$ cat src/rtl/decoder_regs.svh
/*
  Register offsets, target width, reset values, cycle and word counts of the instruction decoder.
  Assumes a 32-bit APB slave with byte addresses, one aligned word per register.
*/
`ifndef DECODER_REGS_SVH
`define DECODER_REGS_SVH
`define OFS_INSTR 8'h00
`define OFS_DECODE 8'h04
`define OFS_FIELD 8'h08
`define OFS_IMM 8'h0C
`define OFS_TARGET 8'h10
`define OFS_CTRL 8'h14
`define OFS_STATE 8'h18
`define CTRL_RESET 1'b1
`define CYC_ONE 2'h1
`define CYC_TWO 2'h2
`define CYC_THREE 2'h3
`define WORDS_ONE 2'h1
`define WORDS_TWO 2'h2
`define TARGET_BITS 12
`endif

$ cat src/rtl/decoder_pkg.sv
/*
  Operation enumeration of the instruction decoder.
  Assumes the decoder module imports this package whole.
*/
package decoder_pkg;
  typedef enum logic [5:0] {
    no_operation = 6'b000000,
    accumulator_magnitude = 6'b000001,
    add_shifted = 6'b000010,
    plus_upper_half = 6'b000011,
    plus_unsigned_operand = 6'b000100,
    and_acc = 6'b000101,
    acc_load_shifted = 6'b000110,
    acc_load_immediate = 6'b000111,
    or_acc = 6'b001000,
    acc_upper_store = 6'b001001,
    acc_lower_store = 6'b001010,
    sub_shifted = 6'b001011,
    conditional_minus_for_division = 6'b001100,
    minus_from_upper_half = 6'b001101,
    minus_unsigned_operand = 6'b001110,
    xor_acc = 6'b001111,
    clear_acc = 6'b010000,
    clear_then_load_upper = 6'b010001,
    clear_then_load_lower = 6'b010010,
    index_reg_load = 6'b010011,
    index_reg_load_immediate = 6'b010100,
    index_pointer_load_immediate = 6'b010101,
    page_pointer_load = 6'b010110,
    page_pointer_load_immediate = 6'b010111,
    index_modify = 6'b011000,
    index_reg_store = 6'b011001,
    jump_always = 6'b011010,
    jump_on_index_nonzero = 6'b011011,
    jump_if_ge_zero = 6'b011100,
    jump_if_gt_zero = 6'b011101,
    jump_on_test_pin_low = 6'b011110,
    jump_if_le_zero = 6'b011111,
    jump_if_below_zero = 6'b100000,
    jump_if_nonzero = 6'b100001,
    jump_on_overflow = 6'b100010,
    jump_if_zero = 6'b100011,
    call_via_acc = 6'b100100,
    call_direct = 6'b100101,
    return_op = 6'b100110,
    product_plus_to_acc = 6'b100111,
    t_register_load = 6'b101000,
    t_load_and_accumulate = 6'b101001,
    t_load_accumulate_copy = 6'b101010,
    multiply_memory = 6'b101011,
    multiply_immediate = 6'b101100,
    product_to_acc = 6'b101101,
    product_minus_from_acc = 6'b101110,
    interrupt_mask_on = 6'b101111,
    interrupt_unmask = 6'b110000,
    flags_restore = 6'b110001,
    stack_pop = 6'b110010,
    stack_push = 6'b110011,
    saturation_off = 6'b110100,
    saturation_on = 6'b110101,
    flags_save = 6'b110110,
    data_copy_forward = 6'b110111,
    port_read = 6'b111000,
    port_write = 6'b111001,
    program_table_read = 6'b111010,
    illegal_word = 6'b111011
  } op_t;
endpackage

$ cat src/rtl/instr_decoder.sv
/*
  APB-attached decoder for 16-bit signal processor instruction words.
  Software writes a word, reads back the operation, fields, cycle and word counts.
  Assumes a single pclk domain and an APB master on the same clock.
*/
// Function
// - Accumulator magnitude is one fixed word, one cycle.
// - Top nibble zero: shifted add with shift, mode bit, seven-bit address.
// - Top nibble 0010: shifted accumulator load, one cycle, one word.
// - Top nibble 0001: shifted subtract, one cycle.
// - Upper store carries three-bit shift; lower store has fixed upper byte.
// - Upper-half add/subtract and unsigned-operand variants, one cycle each.
// - Division step subtract has its own upper byte, mode bit and address.
// - Clear-then-load upper or lower half, one cycle each.
// - Immediate index load: register select bit 8, constant in low byte.
// - Index and page pointer immediates take constant from bit 0.
// - Index modify only updates index registers and pointer, one cycle.
// - Absolute branches take two words, two cycles, target in second word.
// - Conditional branches on accumulator sign, overflow and test input low.
// - Call via accumulator one word two cycles; direct call two words.
// - Return serves subroutines and interrupts, one word, two cycles.
// - Combined op loads multiplicand, accumulates product, copies operand forward.
// - Variant loads multiplicand and accumulates product without the copy.
// - Top bits 100: multiply by 13-bit constant, one cycle.
// - Product to accumulator by load, add or subtract, fixed words.
// - Port read and write: two cycles, port select bits 10..8.
// - Table read copies program word to data memory, three cycles.
// - Stack pop and push each take two cycles, one word.
// - Data copy moves addressed word to the next location, one cycle.
// - Bit 7 clear: direct address with page pointer; set: indirect.
// - Indirect: bit 3 clear loads pointer; bits 5/4 increment/decrement.
`timescale 1ns/1ps
`include "decoder_regs.svh"

module instr_decoder
  import decoder_pkg::*;
#(
  parameter int ADDR_W = 8
) (
  input wire logic pclk,
  input wire logic presetn,
  input wire logic ce,
  input wire logic psel,
  input wire logic penable,
  input wire logic pwrite,
  input wire logic [ADDR_W-1:0] paddr,
  input wire logic [31:0] pwdata,
  output logic [31:0] prdata,
  output logic pready,
  output logic pslverr,
  output op_t op_out,
  output logic [1:0] cycles_out,
  output logic [1:0] words_out,
  output logic op_strobe
);

  // Word pattern to operation
  function automatic op_t decode_word(input logic [15:0] w);
    op_t r;
    r = illegal_word;
    casez (w)
      16'h7F88: r = accumulator_magnitude;
      16'b0000_????_????_????: r = add_shifted;
      16'b0110_0000_????_????: r = plus_upper_half;
      16'b0110_0001_????_????: r = plus_unsigned_operand;
      16'b0111_1001_????_????: r = and_acc;
      16'b0010_????_????_????: r = acc_load_shifted;
      16'b0111_1110_????_????: r = acc_load_immediate;
      16'b0111_1010_????_????: r = or_acc;
      16'b0101_1???_????_????: r = acc_upper_store;
      16'b0101_0000_????_????: r = acc_lower_store;
      16'b0001_????_????_????: r = sub_shifted;
      16'b0110_0100_????_????: r = conditional_minus_for_division;
      16'b0110_0010_????_????: r = minus_from_upper_half;
      16'b0110_0011_????_????: r = minus_unsigned_operand;
      16'b0111_1000_????_????: r = xor_acc;
      16'h7F89: r = clear_acc;
      16'b0110_0101_????_????: r = clear_then_load_upper;
      16'b0110_0110_????_????: r = clear_then_load_lower;
      16'b0011_100?_????_????: r = index_reg_load;
      16'b0111_000?_????_????: r = index_reg_load_immediate;
      16'b0110_1000_1000_000?: r = index_pointer_load_immediate;
      16'b0110_1111_????_????: r = page_pointer_load;
      16'b0110_1110_0000_000?: r = page_pointer_load_immediate;
      16'b0110_1000_????_????: r = index_modify;
      16'b0011_000?_????_????: r = index_reg_store;
      16'hF900: r = jump_always;
      16'hF400: r = jump_on_index_nonzero;
      16'hFD00: r = jump_if_ge_zero;
      16'hFC00: r = jump_if_gt_zero;
      16'hF600: r = jump_on_test_pin_low;
      16'hFB00: r = jump_if_le_zero;
      16'hFA00: r = jump_if_below_zero;
      16'hFE00: r = jump_if_nonzero;
      16'hF500: r = jump_on_overflow;
      16'hFF00: r = jump_if_zero;
      16'h7F8C: r = call_via_acc;
      16'hF800: r = call_direct;
      16'h7F8D: r = return_op;
      16'h7F8F: r = product_plus_to_acc;
      16'b0110_1010_????_????: r = t_register_load;
      16'b0110_1100_????_????: r = t_load_and_accumulate;
      16'b0110_1011_????_????: r = t_load_accumulate_copy;
      16'b0110_1101_????_????: r = multiply_memory;
      16'b100?_????_????_????: r = multiply_immediate;
      16'h7F8E: r = product_to_acc;
      16'h7F90: r = product_minus_from_acc;
      16'h7F81: r = interrupt_mask_on;
      16'h7F82: r = interrupt_unmask;
      16'b0111_1011_????_????: r = flags_restore;
      16'h7F80: r = no_operation;
      16'h7F9D: r = stack_pop;
      16'h7F9C: r = stack_push;
      16'h7F8A: r = saturation_off;
      16'h7F8B: r = saturation_on;
      16'b0111_1100_????_????: r = flags_save;
      16'b0110_1001_????_????: r = data_copy_forward;
      16'b0100_0???_????_????: r = port_read;
      16'b0100_1???_????_????: r = port_write;
      16'b0110_0111_????_????: r = program_table_read;
      default: r = illegal_word;
    endcase
    return r;
  endfunction

  // Cycle count per operation
  function automatic logic [1:0] cycles_of(input op_t o);
    logic [1:0] c;
    c = `CYC_ONE;
    case (o)
      jump_always, jump_on_index_nonzero, jump_if_ge_zero, jump_if_gt_zero, jump_on_test_pin_low,
      jump_if_le_zero, jump_if_below_zero, jump_if_nonzero, jump_on_overflow, jump_if_zero,
      call_direct, call_via_acc, return_op, port_read, port_write, stack_pop, stack_push:
        c = `CYC_TWO;
      program_table_read: c = `CYC_THREE;
      default: c = `CYC_ONE;
    endcase
    return c;
  endfunction

  // Word count per operation
  function automatic logic [1:0] words_of(input op_t o);
    logic [1:0] n;
    n = `WORDS_ONE;
    case (o)
      jump_always, jump_on_index_nonzero, jump_if_ge_zero, jump_if_gt_zero, jump_on_test_pin_low,
      jump_if_le_zero, jump_if_below_zero, jump_if_nonzero, jump_on_overflow, jump_if_zero,
      call_direct: n = `WORDS_TWO;
      default: n = `WORDS_ONE;
    endcase
    return n;
  endfunction

  // Operations whose low byte addresses data memory
  function automatic logic uses_memory(input op_t o);
    logic m;
    m = 1'b1;
    case (o)
      accumulator_magnitude, acc_load_immediate, clear_acc, index_reg_load_immediate,
      index_pointer_load_immediate, page_pointer_load_immediate, jump_always, jump_on_index_nonzero,
      jump_if_ge_zero, jump_if_gt_zero, jump_on_test_pin_low, jump_if_le_zero, jump_if_below_zero,
      jump_if_nonzero, jump_on_overflow, jump_if_zero, call_via_acc, call_direct, return_op,
      product_plus_to_acc, multiply_immediate, product_to_acc, product_minus_from_acc,
      interrupt_mask_on, interrupt_unmask, no_operation, stack_pop, stack_push, saturation_off,
      saturation_on, illegal_word: m = 1'b0;
      default: m = 1'b1;
    endcase
    return m;
  endfunction

  // Held state
  logic [15:0] word_reg;
  op_t op_reg;
  logic [1:0] cyc_reg;
  logic [1:0] words_reg;
  logic mem_reg;
  logic illegal_reg;
  logic [31:0] field_reg;
  logic [12:0] imm_reg;
  logic [`TARGET_BITS-1:0] target_reg;
  logic target_wait_reg;
  logic page_reg;
  logic index_ptr_reg;
  logic enable_reg;
  logic strobe_reg;
  logic primed_reg;
  logic [31:0] prdata_reg;
  logic err_reg;

  // Bus decode
  wire logic [7:0] ofs = paddr[7:0];
  wire logic hit_instr = (ofs == `OFS_INSTR);
  wire logic hit_decode = (ofs == `OFS_DECODE);
  wire logic hit_field = (ofs == `OFS_FIELD);
  wire logic hit_imm = (ofs == `OFS_IMM);
  wire logic hit_target = (ofs == `OFS_TARGET);
  wire logic hit_ctrl = (ofs == `OFS_CTRL);
  wire logic hit_state = (ofs == `OFS_STATE);
  wire logic hit_any = hit_instr | hit_decode | hit_field | hit_imm | hit_target | hit_ctrl | hit_state;
  wire logic access_done = ce & psel & penable & primed_reg;
  wire logic wr_done = access_done & pwrite;
  wire logic capture = ce & psel & ~primed_reg;

  // New instruction word and its decode
  wire logic [15:0] w = pwdata[15:0];
  wire op_t dec_op = decode_word(w);
  wire logic dec_mem = uses_memory(dec_op);
  wire logic dec_ind = dec_mem & w[7];
  wire logic [7:0] dec_addr = dec_ind ? 8'h00 : {page_reg, w[6:0]};
  wire logic dec_inc = dec_ind & w[5];
  wire logic dec_dec = dec_ind & w[4];
  wire logic dec_ptr_load = dec_ind & ~w[3];
  wire logic dec_resv_bad = dec_ind & (w[6] | w[2] | w[1]);
  wire logic [3:0] dec_shift = (dec_op == acc_upper_store) ? {1'b0, w[10:8]} : w[11:8];
  wire logic [2:0] dec_port = w[10:8];
  wire logic dec_rsel = w[8];

  // Immediate constant by operation
  wire logic [12:0] dec_imm =
    (dec_op == multiply_immediate) ? w[12:0] :
    ((dec_op == index_pointer_load_immediate) || (dec_op == page_pointer_load_immediate)) ?
      {12'h000, w[0]} :
    ((dec_op == acc_load_immediate) || (dec_op == index_reg_load_immediate)) ?
      {5'h00, w[7:0]} : 13'h0000;

  wire logic [31:0] dec_field = {11'h000, dec_resv_bad, w[0], dec_ptr_load, dec_dec, dec_inc,
    dec_addr, dec_rsel, dec_port, dec_shift};
  wire logic take_word = wr_done & hit_instr & enable_reg;
  wire logic take_target = take_word & target_wait_reg;
  wire logic take_decode = take_word & ~target_wait_reg;

  // Read multiplexer
  wire logic [31:0] rd_mux =
    hit_instr ? {16'h0000, word_reg} :
    hit_decode ? {18'h00000, dec_ind_state(), illegal_reg, mem_reg, target_wait_reg, words_reg, cyc_reg,
      op_reg} :
    hit_field ? field_reg :
    hit_imm ? {19'h00000, imm_reg} :
    hit_target ? {20'h00000, target_reg} :
    hit_ctrl ? {31'h0000_0000, enable_reg} :
    hit_state ? {30'h0000_0000, index_ptr_reg, page_reg} : 32'h0000_0000;

  function automatic logic dec_ind_state();
    return mem_reg & word_reg[7];
  endfunction

  // Bus handshake outputs
  assign pready = penable & ce & primed_reg;
  assign prdata = prdata_reg;
  assign pslverr = err_reg & pready;
  assign op_out = op_reg;
  assign cycles_out = cyc_reg;
  assign words_out = words_reg;
  assign op_strobe = strobe_reg;

  // Access priming and read capture
  always_ff @(posedge pclk or negedge presetn) begin
    if (!presetn) begin
      primed_reg <= 1'b0;
      prdata_reg <= 32'h0000_0000;
      err_reg <= 1'b0;
    end else if (capture) begin
      primed_reg <= 1'b1;
      prdata_reg <= pwrite ? 32'h0000_0000 : rd_mux;
      err_reg <= ~hit_any;
    end else if (access_done) begin
      primed_reg <= 1'b0;
    end
  end

  // Control register
  always_ff @(posedge pclk or negedge presetn) begin
    if (!presetn) begin
      enable_reg <= `CTRL_RESET;
    end else if (wr_done & hit_ctrl) begin
      enable_reg <= pwdata[0];
    end
  end

  // Decode results
  always_ff @(posedge pclk or negedge presetn) begin
    if (!presetn) begin
      word_reg <= 16'h0000;
      op_reg <= no_operation;
      cyc_reg <= `CYC_ONE;
      words_reg <= `WORDS_ONE;
      mem_reg <= 1'b0;
      illegal_reg <= 1'b0;
      field_reg <= 32'h0000_0000;
      imm_reg <= 13'h0000;
    end else if (take_decode) begin
      word_reg <= w;
      op_reg <= (dec_op == illegal_word) ? no_operation : dec_op;
      cyc_reg <= cycles_of(dec_op);
      words_reg <= words_of(dec_op);
      mem_reg <= dec_mem;
      illegal_reg <= (dec_op == illegal_word);
      field_reg <= dec_field;
      imm_reg <= dec_imm;
    end
  end

  // Second word of a two-word instruction
  always_ff @(posedge pclk or negedge presetn) begin
    if (!presetn) begin
      target_reg <= 12'h000;
      target_wait_reg <= 1'b0;
    end else if (take_target) begin
      target_reg <= w[`TARGET_BITS-1:0];
      target_wait_reg <= 1'b0;
    end else if (take_decode) begin
      target_wait_reg <= (words_of(dec_op) == `WORDS_TWO);
    end
  end

  // Tracked page and index pointers
  always_ff @(posedge pclk or negedge presetn) begin
    if (!presetn) begin
      page_reg <= 1'b0;
      index_ptr_reg <= 1'b0;
    end else if (take_decode) begin
      if (dec_op == page_pointer_load_immediate) begin
        page_reg <= w[0];
      end
      if (dec_op == index_pointer_load_immediate) begin
        index_ptr_reg <= w[0];
      end else if (dec_ptr_load) begin
        index_ptr_reg <= w[0];
      end
    end
  end

  // Pulse per decoded word, one cycle long while ce stays high; held while ce is low
  always_ff @(posedge pclk or negedge presetn) begin
    if (!presetn) begin
      strobe_reg <= 1'b0;
    end else if (ce) begin
      strobe_reg <= take_decode;
    end
  end

endmodule

$ cat config.mk
export PLATFORM = sky130hd
export DESIGN_NAME = instr_decoder
export DESIGN_NICKNAME = d
export VERILOG_FILES = /design/src/rtl/decoder_pkg.sv /design/src/rtl/instr_decoder.sv
export VERILOG_INCLUDE_DIRS = /design/src /design/src/rtl
export SDC_FILE = /design/constraint.sdc
export NUM_CORES = 1
export LEC_CHECK = 0
export BUFFER_PORTS_ARGS = -buffer_cell sky130_fd_sc_hd__buf_4
export CAP_MARGIN = 20
export CORE_ASPECT_RATIO = 2
export CORE_MARGIN = 10
export CORE_UTILIZATION = 58
export DETAILED_ROUTE_END_ITERATION = 16
export HOLD_SLACK_MARGIN = 0.05
export PLACE_DENSITY_LB_ADDON = 0.25
export REMOVE_ABC_BUFFERS = 1
export SYNTH_ARGS = -nofsm -noshare
export SYNTH_HDL_FRONTEND = slang
export SYNTH_SLANG_ARGS = --single-unit
$ cat constraint.sdc
create_clock -name pclk -period 2.3 [get_ports pclk]
set_input_delay 0.46 -clock pclk [delete_from_list [all_inputs] [get_ports pclk]]
set_output_delay 0.46 -clock pclk [all_outputs]
set_load 0.1 [all_outputs]
==> results.txt, run 1 <==
----------------------------------------------------
[Floorplan]
  Row Count ... 51
  Horizontal extent of the die ... 91.0 µm
  Die Height ... 162 µm
  Number of placed I/O pins ... 91
  Starting utilization of the core area ... 59.8%

[Placed design]
  Port buffer count ... 63
  GPL Wtd Cong ... 1.10
  Detailed placer's ending HPWL ... 17600 µm

[Yosys]
  #FFs+latches synth ... 94
  Post-synthesis average cell area ... 8.79 µm²
  Library cells used by synthesis ... 82
  Synthesis Warnings ... 0
  Cell Area, Synth ... 5840 µm²
  EDFF count, synth ... 0
  Most frequently used flop master after synthesis ... sky130_fd_sc_hd__dfrtp_1
  Post-Syn Instances ... 664
  Share of async-settable or async-resettable flops after synthesis ... 100%
  Sequential cell area fraction in the yosys report ... 40.3%

[Clock tree]
  Sink count of the clock tree ... 94
  Clock root buffer ... sky130_fd_sc_hd__clkbuf_16
  CTS H-Tree Depth ... 3
  Number of buffers on the longest clock path ... 2
  Inserted Clock Buffers ... 9

[Timing]
  Worst-path endpoint category ... register data pin
  Worst setup endpoint GRT ... words_out[1]$_DFFE_PN0P_/D

[GRT]
  Global-route usage over all layers ... 82.7%
  Total gr overflow ... 627
  Largest net degree at the start of global routing ... 40

[Run status]
  Run status ... aborted with a tool error
  Tool error message ... [ERROR GRT-0232] Routing congestion too high. Check the congestion heatmap in the GUI.
  Halt point of the flow ... global routing (5_1_grt)

----------------------------------------------------
## what timing repair did
action	4_1_cts
gates resized for setup	163
pin swaps	51
hold buffers	0
setup endpoints to repair	66
gates cloned	8
buffers inserted	34
## synthesized netlist by cell type (all sizes together), types with 4 or more instances
| library cell | number | area [µm²] |
|---|---|---|
| a211oi | 5 | 37.5 |
| a21o | 4 | 30.0 |
| a21oi | 29 | 145 |
| a22o | 21 | 184 |
| a22oi | 21 | 158 |
| a31oi | 6 | 43.8 |
| a32oi | 4 | 35.0 |
| and2 | 6 | 37.5 |
| and3 | 7 | 48.8 |
| buf | 37 | 264 |
| clkbuf | 31 | 120 |
| dfrtp | 91 | 2280 |
| inv | 11 | 41.3 |
| mux2 | 21 | 236 |
| mux2i | 8 | 80.1 |
| nand2 | 117 | 439 |
| nand2b | 5 | 31.3 |
| nand3 | 25 | 125 |
| nand3b | 6 | 48.8 |
| nand4 | 8 | 50.1 |
| nor2 | 35 | 134 |
| nor2b | 11 | 68.8 |
| nor3 | 9 | 45.0 |
| nor3b | 4 | 30.0 |
| nor4 | 10 | 62.6 |
| nor4b | 5 | 50.0 |
| nor4bb | 4 | 40.0 |
| o211ai | 5 | 42.5 |
| o21a | 5 | 37.5 |
| o21ai | 36 | 180 |
| o22ai | 11 | 68.8 |
| o41ai | 7 | 87.6 |
| or2 | 6 | 37.5 |
| or3 | 4 | 25.0 |
## per-stage QoR
| step | util (%) | setup TNS, ns | std cells | instance area, µm² | worst slack (ns) |
|---|---|---|---|---|---|
| floorplan | - | -50.83 | 606 | 5490 | -1.15 |
| CTS | 89.6 | -11.57 | 1005 | 8740 | -0.516 |
| detailed placement | 74.8 | -55.14 | 950 | 7300 | -1.20 |
| global placement | 74.8 | -47.10 | 950 | 7300 | -1.18 |
## layer usage
layer | track usage [%] | GRT overflow
met4 | 94.9 | 183
met1 | 73.7 | 1
met3 | 67.5 | 6
met5 | 18.7 | 2
met2 | 104 | 435
## cell families after synthesis
group / count (synthesis) / synth area share (%)
compound gates: 178 / 21.9
xor+xnor: 3 / 0.450
buf+inv: 79 / 7.29
flops: 94 / 40.3
mux: 29 / 5.42
other cells: 1 / 0.0642
simple gates: 280 / 24.5
==> run 2, diff against run 1 <==
--- a/config.mk
+++ b/config.mk
@@ -8,12 +8,10 @@
 export LEC_CHECK = 0
 export BUFFER_PORTS_ARGS = -buffer_cell sky130_fd_sc_hd__buf_4
 export CAP_MARGIN = 20
-export CORE_ASPECT_RATIO = 2
 export CORE_MARGIN = 10
-export CORE_UTILIZATION = 58
+export CORE_UTILIZATION = 40
 export DETAILED_ROUTE_END_ITERATION = 16
-export HOLD_SLACK_MARGIN = 0.05
-export PLACE_DENSITY_LB_ADDON = 0.25
+export PLACE_DENSITY_LB_ADDON = 0.15
 export REMOVE_ABC_BUFFERS = 1
 export SYNTH_ARGS = -nofsm -noshare
 export SYNTH_HDL_FRONTEND = slang
==> run 2 against run 1 <==
Against the previous run: the flow now finishes, with violations (negative setup slack); synthesized cell count unchanged; synthesized area unchanged.
==> results.txt, run 2 <==
----------------------------------------------------
[Run status]
  Run status ... finished, violations left
  Violations in the final reports ... negative setup slack

[Clock tree]
  Worst-path clk slew ... 0.07 ns
  Clock root buffer ... sky130_fd_sc_hd__clkbuf_16
  TritonCTS clock tree ... yes
  CTS H-Tree Depth ... 3 (unchanged)
  Inserted Clock Buffers ... 9 (unchanged)
  Number of buffers on the longest clock path ... 2 (unchanged)
  Sink count of the clock tree ... 94 (unchanged)
  Clock latency reported for the late side of the worst-skew pair ... 0.35 ns
  CTS Hold Buffers Added ... 0 (unchanged)

[Routing]
  Vias/cell ... 5.91
  Initial DRC Count ... 578
  Routed Wire Length ... 23200 µm
  Routed wirelength normalized by instance count ... 21.7 µm
  Detailed-route via count ... 6337
  Routed Antenna Nets ... 0
  # DRC ... 0
  Count of TritonRoute iterations in the first routing pass ... 7

[Power and ir drop]
  P_leak ... 4.35 nW
  Largest vdd supply drop ... 0.000394 V
  Power per cell area ... 463 nW/µm²

[Final layout]
  Area Growth Syn to Fin ... 59.2%
  Ant diodes ... 0
  Flip-flop count of the largest register after layout ... 21
  Area of combinational cells with multiple inputs ... 3830 µm²
  Leading cell type in the layout, fill and taps excluded ... sky130_fd_sc_hd__buf_4
  Commonest cells after routing, fill and taps aside ... sky130_fd_sc_hd__buf_4, sky130_fd_sc_hd__nand2_1, sky130_fd_sc_hd__dfrtp_1, sky130_fd_sc_hd__buf_6, sky130_fd_sc_hd__nor2_1
  Final-layout fill cell count ... 1166
  Final non-filler cell area ... 9290 µm²
  Number of nets at the end of the flow ... 929
  Flip-flop and latch area ... 2360 µm²
  Fraction of final layout cells sized beyond drive strength 1 ... 48.2%

[GRT]
  Total gr overflow ... 0
  Via count of the first global-routing pass ... 6230
  Wire length of the first global-routing pass ... 35100 µm
  Global-route usage over all layers ... 21.9%
  Antenna violations before repair ... 0
  Largest net degree at the start of global routing ... 42

[Critical path]
  Required time worst endpoint ... 2.52 ns
  Series of cell instances along the critical path ... buf_12 -> buf_6 -> nand4b_1 -> a2111oi_4 -> a31oi_1 -> and3_1 -> and3_4 -> o41ai_4 -> or2b_1 -> nor2_1 -> o21ai_1 -> mux2_1
  Cell at the slowest stage of the critical path ... sky130_fd_sc_hd__o41ai_4
  Endpoint arrival time on the critical path ... 2.98 ns
  Worst Setup Start Kind ... primary input
  CP endpoint kind ... flip-flop
  Largest stage delay on the critical path ... 0.45 ns
  Maximum net fanout on the critical path ... 7
  Type of the worst setup path ... in -> reg

[Timing]
  Transition at the pin with the smallest max-transition slack ... 0.488 ns
  Clock period minus worst slack ... 2.75 ns
  Worst slew margin relative to its limit ... 67.1%
  Part of the cycle the worst path needs ... 120%
  Final Worst Setup Slack ... -0.452 ns
  Final Max Slew Viols ... 0
  Peak Freq ... 363 MHz
  Final Hold Viols ... 0
  Skew final ... 0.00976 ns
  Total setup violations reported at the end of the flow ... 58
  RSZ-0062 raised after global routing ... yes

[Floorplan]
  Die ar. ... 19800 µm²
  Number of placed I/O pins ... 91 (unchanged)
  CORE AREA ... 14400 µm²
  Die Height ... 141 µm (-13%)
  Row Count ... 44 (-14%)
  Horizontal extent of the die ... 141 µm (+55%)
  Starting utilization of the core area ... 40.5% (-19 points)

[Yosys]
  EDFF count, synth ... 0 (unchanged)
  Cell with the most instances after synthesis ... sky130_fd_sc_hd__nand2_1
  Top cells by area, synth ... sky130_fd_sc_hd__dfrtp_1, sky130_fd_sc_hd__nand2_1, sky130_fd_sc_hd__mux2_2, sky130_fd_sc_hd__a22o_1, sky130_fd_sc_hd__o21ai_0
  #FFs+latches synth ... 94 (unchanged)
  Most instantiated cells after synthesis ... sky130_fd_sc_hd__nand2_1, sky130_fd_sc_hd__dfrtp_1, sky130_fd_sc_hd__nor2_1, sky130_fd_sc_hd__o21ai_0, sky130_fd_sc_hd__clkbuf_1
  Post-Syn Instances ... 664 (unchanged)
  Post-synthesis average cell area ... 8.79 µm² (unchanged)
  Cell taking the most area after synthesis ... sky130_fd_sc_hd__dfrtp_1
  Share of the synthesized area in the top cell type ... 39.0% (unchanged)
  Share of async-settable or async-resettable flops after synthesis ... 100% (unchanged)
  Sequential cell area fraction in the yosys report ... 40.3% (unchanged)
  Most frequently used flop master after synthesis ... sky130_fd_sc_hd__dfrtp_1
  Cell Area, Synth ... 5840 µm² (unchanged)
  Library cells used by synthesis ... 82 (unchanged)
  Synthesis Warnings ... 0 (unchanged)

[Placed design]
  Port buffer count ... 63 (unchanged)
  Detailed placer's ending HPWL ... 15800 µm (-10%)
  Setup Slack @ Placement ... -1.06 ns (+0.139 ns)
  GPL Wtd Cong ... 0.912 (-17%)
  Total placed instance area ... 7380 µm² (+1.1%)

[Flow run]
  Max-cap check violation count ... 0

[Hold path]
  Min-delay worst type ... in -> async

----------------------------------------------------
## run 2: timing repair
action,CTS,global route
setup buffers,30,26
cloned,2,7
endpoints found under the setup margin,63,75
resized for setup,159,95
pin swaps,47,42
## run 2: power by group
part | switching (mW) | total (mW) | leakage (nW) | internal, mW
Combinational | 0.587 | 1.10 | 2.91 | 0.513
Sequential | 0.00514 | 1.67 | 1.29 | 1.66
Clock | 0.633 | 1.54 | 0.155 | 0.902
## run 2: worst paths after layout
check | startpoint | end | slack, ns | cells past startpoint
min in group pclk | ce | op_strobe | 0.30 | 2
hold / removal | presetn | prdata[16] | 0.07 | 1
hold reg to reg | imm_reg[4] | imm_reg[4] | 0.47 | 2
setup reg to reg | primed_reg | index_ptr_reg | 0.21 | 9
max in group asynchronous | presetn | words_out[0] | 1.50 | 2
setup / recovery | pwdata[10] | index_ptr_reg | -0.45 | 12
## run 2: routing by layer
layer / track usage, % / routed length, µm
met1: 27.3 / 9590
met2: 38.3 / 11800
met3: 3.16 / 1260
met4: 6.36 / 576
met5: 0 / 0
## run 2: kinds of logic (layout without fill, tap and decap cells)
group           after synthesis  after routing  synth area share, %
buf+inv                      79            293                 7.29
other cells                   1             11               0.0642
compound gates              178            178                 21.9
simple gates                280            280                 24.5
xor+xnor                      3              3                0.450
flops                        94             94                 40.3
mux                          29             29                 5.42
## run 2: cell type report
cell class              count  share of cell area [%]
inverters                  11                   0.471
multi-input cells         501                    41.2
repair buffers            266                    27.1
flip-flops and latches     94                    25.4
well taps                 184                    2.48
clock inverters             5                   0.619
clock buffers              11                    2.72
## run 2: stage by stage
stage	utilization, %	power (mW)	std cells	hold WS (ns)	TNS (ns)
4_1_cts	59.8	4.16	1046	0.0846	-7.84
6_report	64.4	4.30	1072	0.0674	-13.25
2_1_floorplan	-	2.02	606	0.164	-50.83
3_5_place_dp	51.1	2.46	1002	0.452	-50.05
5_1_grt	64.4	4.42	1072	0.109	-17.72
3_3_place_gp	51.1	2.45	1002	0.446	-45.06
## run 2: worst max-delay path, delay by kind of cell
kind,cells,cell delay (ns)
simple gates,5,0.95
mux,1,0.31
buf+inv,2,0.21
compound gates,4,1.05
No activity file was read; power rests on OpenSTA's default activity.
